--- src/sto_pkg.sv ---
// package: constants and types for the safe torque off supervisor
package sto_pkg;

    // ------------------------------------------------------------
    // fault codes recorded in the fault log
    // ------------------------------------------------------------
    localparam logic [7:0] CODE_NONE = 8'h00;
    localparam logic [7:0] CODE_CH_ONE = 8'h48;
    localparam logic [7:0] CODE_TORQUE_OFF = 8'h4C;
    localparam logic [7:0] CODE_CH_TWO = 8'h4D;
    localparam logic [7:0] CODE_INTERNAL = 8'h4E;

    // ------------------------------------------------------------
    // policy values and timing
    // ------------------------------------------------------------
    localparam logic LATCH_POLICY_LATCH = 1'b0;
    localparam logic LATCH_POLICY_AUTO = 1'b1;
    localparam int CLK_HZ = 25000000;
    localparam int RESPONSE_MS = 20;
    localparam int RESPONSE_CYCLES = CLK_HZ / 1000 * RESPONSE_MS;
    localparam int SYNC_STAGES = 2;

    typedef enum logic [2:0] {
        ALARM_NONE,
        ALARM_TORQUE_OFF,
        ALARM_CH_ONE,
        ALARM_CH_TWO,
        ALARM_INTERNAL
    } alarm_t;

    typedef struct packed {
        logic channel_one;
        logic channel_two;
    } channels_t;

    typedef struct packed {
        logic combined_torque_off_alarm;
        logic channel_one_loop_fault;
        logic channel_two_loop_fault;
        logic internal_loop_fault;
    } alarms_t;

endpackage

--- src/channel_sync.sv ---
// two-flop synchroniser for both safety channels
`timescale 1ns/1ps
module channel_sync (
    input wire logic ref_clk_in,
    input wire logic rst_in,
    input wire logic clk_en_in,
    input wire sto_pkg::channels_t raw_in,
    output sto_pkg::channels_t sync_out
);
    import sto_pkg::*;

    channels_t meta_q;

    // reset to inactive so torque stays off until real samples arrive
    always_ff @(posedge ref_clk_in or posedge rst_in) begin
        if (rst_in) begin
            meta_q <= '0;
            sync_out <= '0;
        end else if (clk_en_in) begin
            meta_q <= raw_in;
            sync_out <= meta_q;
        end
    end
endmodule

--- src/safe_torque_off_monitor.sv ---
// safe torque off supervisor: channel decode, alarm latching, torque gate
// What this block does
// - both channels inactive: torque off, combined alarm
// - channel one only inactive: channel-one fault
// - channel two only inactive: channel-two fault
// - self-check error reports internal loop fault
// - both active: no alarm, follow run
// - torque removed within 20 ms
// - latch policy 0 latches the combined alarm, 1 not
// - policy 0: combined alarm needs reset
// - policy 1: combined alarm clears itself
// - channel and internal faults always latch
// - channel faults clear only by power cycle
// - restart option resumes run after clear, under policy 0 only
// - fault log codes 72, 76, 77, 78
`timescale 1ns/1ps
module safe_torque_off_monitor (
    input wire logic ref_clk_in,
    input wire logic rst_in,
    input wire logic clk_en_in,
    input wire logic safety_channel_one_in,
    input wire logic safety_channel_two_in,
    input wire logic self_check_error_in,
    input wire logic run_command_in,
    input wire logic operator_reset_in,
    input wire logic alarm_latch_policy_in,
    input wire logic restart_after_reset_option_in,
    output logic torque_enable_out,
    output sto_pkg::alarms_t alarms_out,
    output sto_pkg::alarm_t alarm_state_out,
    output logic [7:0] fault_code_out,
    output logic fault_log_strobe_out
);
    import sto_pkg::*;

    // ------------------------------------------------------------
    // input synchronisation
    // ------------------------------------------------------------
    channels_t raw;
    channels_t chan;
    logic sampled_q;
    logic [1:0] fill_q;
    logic sto_q;
    logic channel_one_loop_fault_q;
    logic channel_two_loop_fault_q;
    logic internal_loop_fault_q;
    logic run_block_q;
    logic clearing;
    logic any_alarm;
    alarm_t state_d;
    logic [7:0] code_d;

    assign raw.channel_one = safety_channel_one_in;
    assign raw.channel_two = safety_channel_two_in;

    channel_sync u_sync (
        .ref_clk_in(ref_clk_in),
        .rst_in(rst_in),
        .clk_en_in(clk_en_in),
        .raw_in(raw),
        .sync_out(chan)
    );

    // hold off until pipeline filled
    // sync flops reset inactive; decoding them early latches a false alarm
    always_ff @(posedge ref_clk_in or posedge rst_in) begin
        if (rst_in) begin
            fill_q <= 2'h0;
            sampled_q <= 1'b0;
        end else if (clk_en_in && !sampled_q) begin
            fill_q <= fill_q + 2'h1;
            if (fill_q == 2'(SYNC_STAGES - 1)) begin
                sampled_q <= 1'b1;
            end
        end
    end

    // ------------------------------------------------------------
    // alarm latches
    // ------------------------------------------------------------
    // combined alarm; set wins over any clear
    // policy input picks latch or auto clear
    always_ff @(posedge ref_clk_in or posedge rst_in) begin
        if (rst_in) begin
            sto_q <= 1'b0;
        end else if (clk_en_in && sampled_q) begin
            if (!chan.channel_one && !chan.channel_two) begin
                sto_q <= 1'b1;
            end else if (alarm_latch_policy_in == LATCH_POLICY_AUTO && chan.channel_one && chan.channel_two) begin
                sto_q <= 1'b0;
            end else if (operator_reset_in && chan.channel_one && chan.channel_two) begin
                sto_q <= 1'b0;
            end
        end
    end

    // single-channel and internal faults always latch
    always_ff @(posedge ref_clk_in or posedge rst_in) begin
        if (rst_in) begin
            channel_one_loop_fault_q <= 1'b0;
            channel_two_loop_fault_q <= 1'b0;
        end else if (clk_en_in && sampled_q) begin
            if (!chan.channel_one && chan.channel_two) begin
                channel_one_loop_fault_q <= 1'b1;
            end
            if (chan.channel_one && !chan.channel_two) begin
                channel_two_loop_fault_q <= 1'b1;
            end
        end
    end

    // self-check failure, kept until power cycle
    always_ff @(posedge ref_clk_in or posedge rst_in) begin
        if (rst_in) begin
            internal_loop_fault_q <= 1'b0;
        end else if (clk_en_in && sampled_q) begin
            if (self_check_error_in) begin
                internal_loop_fault_q <= 1'b1;
            end
        end
    end

    // ------------------------------------------------------------
    // run gating
    // ------------------------------------------------------------
    assign any_alarm = sto_q || channel_one_loop_fault_q || channel_two_loop_fault_q || internal_loop_fault_q;
    assign clearing = sto_q && !channel_one_loop_fault_q && !channel_two_loop_fault_q && !internal_loop_fault_q && chan.channel_one && chan.channel_two
        && (operator_reset_in || alarm_latch_policy_in == LATCH_POLICY_AUTO);

    // a held run command must be released first unless restart is allowed under policy 0
    always_ff @(posedge ref_clk_in or posedge rst_in) begin
        if (rst_in) begin
            run_block_q <= 1'b0;
        end else if (clk_en_in) begin
            if (clearing) begin
                run_block_q <= (restart_after_reset_option_in == 1'b0)
                    || (alarm_latch_policy_in == LATCH_POLICY_AUTO);
            end else if (!run_command_in) begin
                run_block_q <= 1'b0;
            end
        end
    end

    // ------------------------------------------------------------
    // torque gate
    // ------------------------------------------------------------
    // one-cycle decode, far inside the response time
    // run command and restart block steer output when healthy
    always_ff @(posedge ref_clk_in or posedge rst_in) begin
        if (rst_in) begin
            torque_enable_out <= 1'b0;
        end else if (clk_en_in) begin
            torque_enable_out <= sampled_q && chan.channel_one && chan.channel_two && !any_alarm
                && run_command_in && !run_block_q && !clearing;
        end
    end

    // ------------------------------------------------------------
    // reporting
    // ------------------------------------------------------------
    // internal fault reported first
    always_comb begin
        state_d = ALARM_NONE;
        code_d = CODE_NONE;
        if (internal_loop_fault_q) begin
            state_d = ALARM_INTERNAL;
            code_d = CODE_INTERNAL;
        end else if (channel_one_loop_fault_q) begin
            state_d = ALARM_CH_ONE;
            code_d = CODE_CH_ONE;
        end else if (channel_two_loop_fault_q) begin
            state_d = ALARM_CH_TWO;
            code_d = CODE_CH_TWO;
        end else if (sto_q) begin
            state_d = ALARM_TORQUE_OFF;
            code_d = CODE_TORQUE_OFF;
        end
    end

    always_ff @(posedge ref_clk_in or posedge rst_in) begin
        if (rst_in) begin
            alarm_state_out <= ALARM_NONE;
        end else if (clk_en_in) begin
            alarm_state_out <= state_d;
        end
    end

    // log code moves with the state
    always_ff @(posedge ref_clk_in or posedge rst_in) begin
        if (rst_in) begin
            fault_code_out <= CODE_NONE;
        end else if (clk_en_in) begin
            fault_code_out <= code_d;
        end
    end

    // log strobe on change to a fault
    // one cycle only, so each change to a fault code is logged once
    always_ff @(posedge ref_clk_in or posedge rst_in) begin
        if (rst_in) begin
            fault_log_strobe_out <= 1'b0;
        end else if (clk_en_in) begin
            fault_log_strobe_out <= (code_d != fault_code_out) && (code_d != CODE_NONE);
        end
    end

    always_ff @(posedge ref_clk_in or posedge rst_in) begin
        if (rst_in) begin
            alarms_out <= '0;
        end else if (clk_en_in) begin
            alarms_out <= '{sto_q, channel_one_loop_fault_q, channel_two_loop_fault_q, internal_loop_fault_q};
        end
    end
endmodule

--- config.mk ---
export PLATFORM = sky130hd
export DESIGN_NAME = safe_torque_off_monitor
export DESIGN_NICKNAME = d
export VERILOG_FILES = /design/src/sto_pkg.sv /design/src/channel_sync.sv /design/src/safe_torque_off_monitor.sv
export SDC_FILE = /design/constraint.sdc
export NUM_CORES = 1
export LEC_CHECK = 0
export ABC_AREA = 0
export ABC_CLOCK_PERIOD_IN_PS = 2000
export BUFFER_PORTS_ARGS = -buffer_cell sky130_fd_sc_hd__buf_2
export CAP_MARGIN = 20
export CORE_MARGIN = 2
export CORE_UTILIZATION = 30
export CTS_CLUSTER_DIAMETER = 120
export DETAILED_ROUTE_END_ITERATION = 8
export GPL_ROUTABILITY_DRIVEN = 0
export GPL_TIMING_DRIVEN = 0
export PLACE_DENSITY = 0.61
export SLEW_MARGIN = 20
export SYNTH_ARGS = -nofsm -noshare
export SYNTH_HDL_FRONTEND = slang
export SYNTH_SLANG_ARGS = --single-unit
--- constraint.sdc ---
create_clock -name ref_clk_in -period 2 [get_ports ref_clk_in]
set_clock_uncertainty 0.1 [all_clocks]
set_input_delay 0.4 -clock ref_clk_in [delete_from_list [all_inputs] [get_ports ref_clk_in]]
set_output_delay 0.4 -clock ref_clk_in [all_outputs]
set_load 0.01 [all_outputs]
; ---- Yosys cells after proc, flatten, opt, wreduce, memory -nomap -nowiden
; Cells that the tools add are included.
[totals]
out_inout_bits = 17
register_bits = 29
wordCells = 81
inputBits = 10
rom_bits = 0
n_memories = 0
mem_bits_rw = 0
latch_bits = 0
[op_classes]
n_bitwise = 1
shift = 0
div = 0
muxes = 13
magnitude_cmp = 0
n_mul = 0
addsub = 1
n_eq_ne = 3
n_reduce_logical = 44
[op_table]
columns = op, count
row1 = 7-bit 2-to-1 mux, 4
row2 = 1-bit logical AND, 22
row3 = 2-bit AND reduction, 6
row4 = 1-bit zero test, 9
row5 = 8-bit inequality test, 1
row6 = 8-bit nonzero test, 1
row7 = 1-bit 2-to-1 mux, 6
row8 = 1-bit logical OR, 5
row9 = 2-bit 2-to-1 mux, 2
row10 = 3-bit 2-to-1 mux, 1
row11 = 3-bit nonzero test, 1
row12 = 2-bit by 1-bit adder with 2-bit output (second input constant), 1
row13 = 2-bit by 1-bit equality test with 1-bit output (second input constant), 1
row14 = 2-bit by 1-bit inequality test with 1-bit output (second input constant), 1
row15 = 1-bit NOT, 1

; ---- Longest topological paths before layout
[logic_depth]
ltp_word = 9
mapped_depth = 5
ltp_nobuf = 4

; ---- Cells and area by module
; A second synthesis with hierarchy kept.
[hier_totals]
cells_unflattened = 103
area_unflattened_um2 = 1097.3
[modules_own_cells]
columns = module, instances, cells_each, area_each_um2, seq_area_each_um2
row1 = safe_torque_off_monitor, 1, 94, 948.4, 475.5
row2 = channel_sync, 1, 9, 148.9, 100.1

; ---- Worst setup path before layout
; Ideal clock, no wire load.
[synth_path]
path_kind = register -> register
start = register channel_two_loop_fault_q
end = register fault_log_strobe_out
period_less_slack_ns = 1.477
required_time_ns = 1.771
setup_slack_ns = 0.523
n_path_buf = 0
stages_incl_launch_ff = 5
t_arrival_ns = 1.248
setup_ns = 0.129
cell_sequence = dfrtp_1 > o21ba_1 > or4b_4 > o211ai_2 > o211ai_2
[synth_via]
elab_chain_len = 5
word_cells_on_any_way = 6
cone_classes = eq/ne (1) / mux (3) / reduce/logical (2)
[synth_rtl]
columns = item, line_no
row1 = "start, declared", safe_torque_off_monitor.sv:45  ; logic channel_two_loop_fault_q;
row2 = "start signal, assigned", safe_torque_off_monitor.sv:101  ; channel_two_loop_fault_q <= 1'b0;
row3 = "start signal, assigned", safe_torque_off_monitor.sv:107  ; channel_two_loop_fault_q <= 1'b1;
row4 = 7-bit 2-to-1 mux (*), safe_torque_off_monitor.sv:171  ; end else if (channel_two_loop_fault_q) begin
row5 = 7-bit 2-to-1 mux (*), safe_torque_off_monitor.sv:168  ; end else if (channel_one_loop_fault_q) begin
row6 = 7-bit 2-to-1 mux (*), safe_torque_off_monitor.sv:165  ; if (internal_loop_fault_q) begin
row7 = 8-bit inequality test / 8-bit nonzero test (equally long branches), safe_torque_off_monitor.sv:203  ; fault_log_strobe_out <= (code_d != fault_code_out) && (code_d != CODE_NONE);
row8 = 1-bit logical AND (*), safe_torque_off_monitor.sv:203
row9 = "end signal, assigned", safe_torque_off_monitor.sv:203
row10 = "end, declared", safe_torque_off_monitor.sv:32  ; output logic fault_log_strobe_out
; Every way passes the cells marked *; elsewhere a longest branch is shown, timed or not.
; A chain may end at the register's enable or synchronous reset.

; ---- Worst setup path after layout
; Ends and elaborated chain as after synthesis.

==> impl_metrics.toml <==
[setup_path]
reg2regPathDepth = 4
crit_arrival_ps = 1710
worst_setup_path_endpoint = "fault_log_strobe_out"
critical_path.startpoint = "channel_two_loop_fault_q"
rr_endpoint = "fault_log_strobe_out"
crit_path_start_kind = "flop"
path_class = "flop to flop"
setup.worst_path.end_class = "flop"
critical_path.reg2reg.startpoint = "channel_two_loop_fault_q"
critPathMaxFanout = 8
worstPathRequired_ps = 2110
regToRegSetupSlack_ps = 390

[sta]
hold_viol_final = 0
finalSetupTns_ps = 0
max-slew-margin-rel_pct = 43.0
setup_viol = 0
final.min_clock_period_ps = 1610
finalMaxSlewViolations = 0
grt_setup_unrepaired = "false"
postLayoutSetupSlackWorst_ps = 395
layout_worst_path_cycle_share_pct = 80.3
timing.fmax_ghz = 0.623
tightestPinTransition_ps = 853

[floorplan]
die_area_mm2 = 0.00414
pin_count = 27
floorplan.core_area_mm2 = 0.00342
placement_rows = 21
die_w_um = 64.3
chipHeight_um = 64.3
start_util_pct = 31.9

[power]
worst_ir_drop_vdd_v = 0.000342
p_leak_nw = 0.581
power_density_mw_per_mm2 = 678

[synthesis]
postSynthAreaPerCell_um2 = 11.4
post_synth_num_cell_types = 33
synth.cell_area_mm2 = 0.00109
synth_area_leader = "sky130_fd_sc_hd__dfrtp_1"
netlist_instances = 96
ys_seq_area_share_pct = 52.8
yosysTopAreaCellShare_pct = 52.8
yosys_warnings = 0
ys_seq_elements = 23
top_post_synthesis_cells_by_area = "sky130_fd_sc_hd__dfrtp_1 (53%), sky130_fd_sc_hd__mux2_2 (10%), sky130_fd_sc_hd__buf_4 (4.8%)"

[placement]
placed_cells_incl_taps = 166
dp_worst_setup_slack_ps = 424
post-dp-hpwl_um = 1520
place.port_buffers = 22

[run_status]
status = "finished clean"

[cts]
clk_root_buf = "sky130_fd_sc_hd__clkbuf_4"
cts_buffer_depth = 2
post_cts_resize_count = 0
cts_made_buffers = 3
worstSkewPairLatency_ps = 310
cts_tree = "yes"
cts.sinks = 23
holdBufCountCts = 0
worst_setup_hold_path_clk_slew_ps = 120
cts_setup_buffers = 0
htree_levels = 1

[global_route]
grt_pass1_wl_um = 3550
total_global_routing_track_utilization_pct = 11.1
first_global_vias = 789
grt_start_max_net_pins = 24
grt_antenna_before_repair = 0
grt.overflow.total = 0

[route]
route.detailed.wl_per_inst_um = 12.0
final_antenna_net_count = 0
postRouteWirelength_um = 2040
remaining_drc_errors = 0
drtPass1Iterations = 3
drtIter0Drc = 4
route.vias.total = 766
detail_route.vias_per_cell = 4.51

[worst_hold_path]
timing.hold.worst.class = "input port to asynchronous set/reset pin"

[finish]
nets = 136
drive_gt1_share_pct = 40.3
layout.cells.non_filler = 170
ant_diodes = 0
synthToLayoutAreaGrowth_pct = 18.5

[job]
drv.max_cap_violation_count = 0
==> report_power, final <==
part           switching, W  internal (W)
Sequential        0.0000355      0.000508
Clock              0.000135     0.0000780
Combinational     0.0000605     0.0000594
Total              0.000231      0.000646
==> cells by family after synthesis <==
family,share of synthesized area [%]
flops,52.8
fa+ha+maj,1.15
simple gates,12.8
compound gates,13.1
mux,10.3
buf+inv,8.71
other cells,0.344
xor+xnor,0.803
==> cell usage after synthesis <==
cell type	number
sky130_fd_sc_hd__a21o_1	1
sky130_fd_sc_hd__nand2_1	7
sky130_fd_sc_hd__nor4bb_1	1
sky130_fd_sc_hd__o211ai_1	1
sky130_fd_sc_hd__a21oi_1	3
sky130_fd_sc_hd__mux2_2	10
sky130_fd_sc_hd__nand2b_1	2
sky130_fd_sc_hd__nor3_1	2
sky130_fd_sc_hd__buf_4	7
sky130_fd_sc_hd__nor2_1	6
sky130_fd_sc_hd__a41o_1	1
sky130_fd_sc_hd__o211ai_2	2
sky130_fd_sc_hd__nor2b_2	1
sky130_fd_sc_hd__nor3b_1	1
sky130_fd_sc_hd__nand3b_1	1
sky130_fd_sc_hd__or4b_4	1
sky130_fd_sc_hd__buf_2	1
sky130_fd_sc_hd__o21ba_1	1
sky130_fd_sc_hd__clkbuf_1	1
sky130_fd_sc_hd__nand4_1	1
sky130_fd_sc_hd__xnor2_1	1
sky130_fd_sc_hd__dfrtp_1	23
sky130_fd_sc_hd__a31o_2	1
sky130_fd_sc_hd__inv_1	6
sky130_fd_sc_hd__a211o_1	1
sky130_fd_sc_hd__o21ai_0	5
sky130_fd_sc_hd__nor4_1	1
sky130_fd_sc_hd__buf_6	1
sky130_fd_sc_hd__a32o_1	1
sky130_fd_sc_hd__ha_1	1
sky130_fd_sc_hd__o31ai_1	2
sky130_fd_sc_hd__conb_1	1
sky130_fd_sc_hd__or2b_2	1
==> worst min-delay path by stage <==
stage                                    end  slack [ps]  cells past startpoint
after floorplan           alarm_state_out[0]         300                      1
after global placement    u_sync.sync_out[0]         360                      2
after detailed placement           fill_q[1]         370                      2
after CTS                 alarm_state_out[0]         170                      2
after global routing        u_sync.meta_q[0]         200                      2
final                       u_sync.meta_q[0]         140                      2
==> placed cells by master (no fill, tap or decap), types with 2 or more instances in the layout <==
cell,n
sky130_fd_sc_hd__buf_2,23
sky130_fd_sc_hd__dfrtp_1,23
sky130_fd_sc_hd__mux2_2,10
sky130_fd_sc_hd__nand2_1,7
sky130_fd_sc_hd__buf_4,7
sky130_fd_sc_hd__inv_1,6
sky130_fd_sc_hd__nor2_1,6
sky130_fd_sc_hd__o21ai_0,5
sky130_fd_sc_hd__a21oi_1,3
sky130_fd_sc_hd__conb_1,3
sky130_fd_sc_hd__clkbuf_4,3
sky130_fd_sc_hd__o31ai_1,2
sky130_fd_sc_hd__clkbuf_1,2
sky130_fd_sc_hd__nand2b_1,2
sky130_fd_sc_hd__nor3_1,2
sky130_fd_sc_hd__o211ai_2,2
==> worst max-delay path: stages (launching register included) <==
cell,delay [ps]
sky130_fd_sc_hd__dfrtp_1,490
sky130_fd_sc_hd__o21ba_1,230
sky130_fd_sc_hd__or4b_4,480
sky130_fd_sc_hd__o211ai_2,100
sky130_fd_sc_hd__o211ai_2,110
==> flip-flops by register name, indices dropped and copies added (netlist names) <==
name and flops:
fault_log_strobe_out 1, torque_enable_out 1, fault_code_out 4, internal_loop_fault_q 1
run_block_q 1, u_sync.meta_q 2, sampled_q 1, channel_one_loop_fault_q 1
fill_q 2, sto_q 1, alarm_state_out 2, channel_two_loop_fault_q 1
alarms_out 3, u_sync.sync_out 2
==> through the flow <==
step / hold WS [ps] / cell area, um^2 / utilization [%] / total power (W)
3_3_place_gp: 364 / 1270 / 37.1 / 0.000668
6_report: 139 / 1290 / 37.8 / 0.000876
3_5_place_dp: 372 / 1270 / 37.1 / 0.000674
4_1_cts: 173 / 1290 / 37.8 / 0.000889
2_1_floorplan: 302 / 1100 / - / 0.000633
5_1_grt: 200 / 1290 / 37.8 / 0.000929
==> final cells by class <==
| class | instances | area [um^2] |
|---|---|---|
| Buffer | 10 | 72.6 |
| Fill cell | 350 | 2120 |
| Tap cell | 46 | 57.6 |
| Timing Repair Buffer | 22 | 110 |
| Inverter | 6 | 22.5 |
| Multi-Input combinational cell | 59 | 428 |
| Sequential cell | 23 | 576 |
| Clock buffer | 4 | 26.3 |
==> routing by layer <==
metal | share of wire, % | track usage, %
met1 | 48 | 14.1
met2 | 44 | 17.7
met5 | 0 | 0
met4 | 2.2 | 6.38
met3 | 5.1 | 1.94
(Power assumes the default switching activity.)
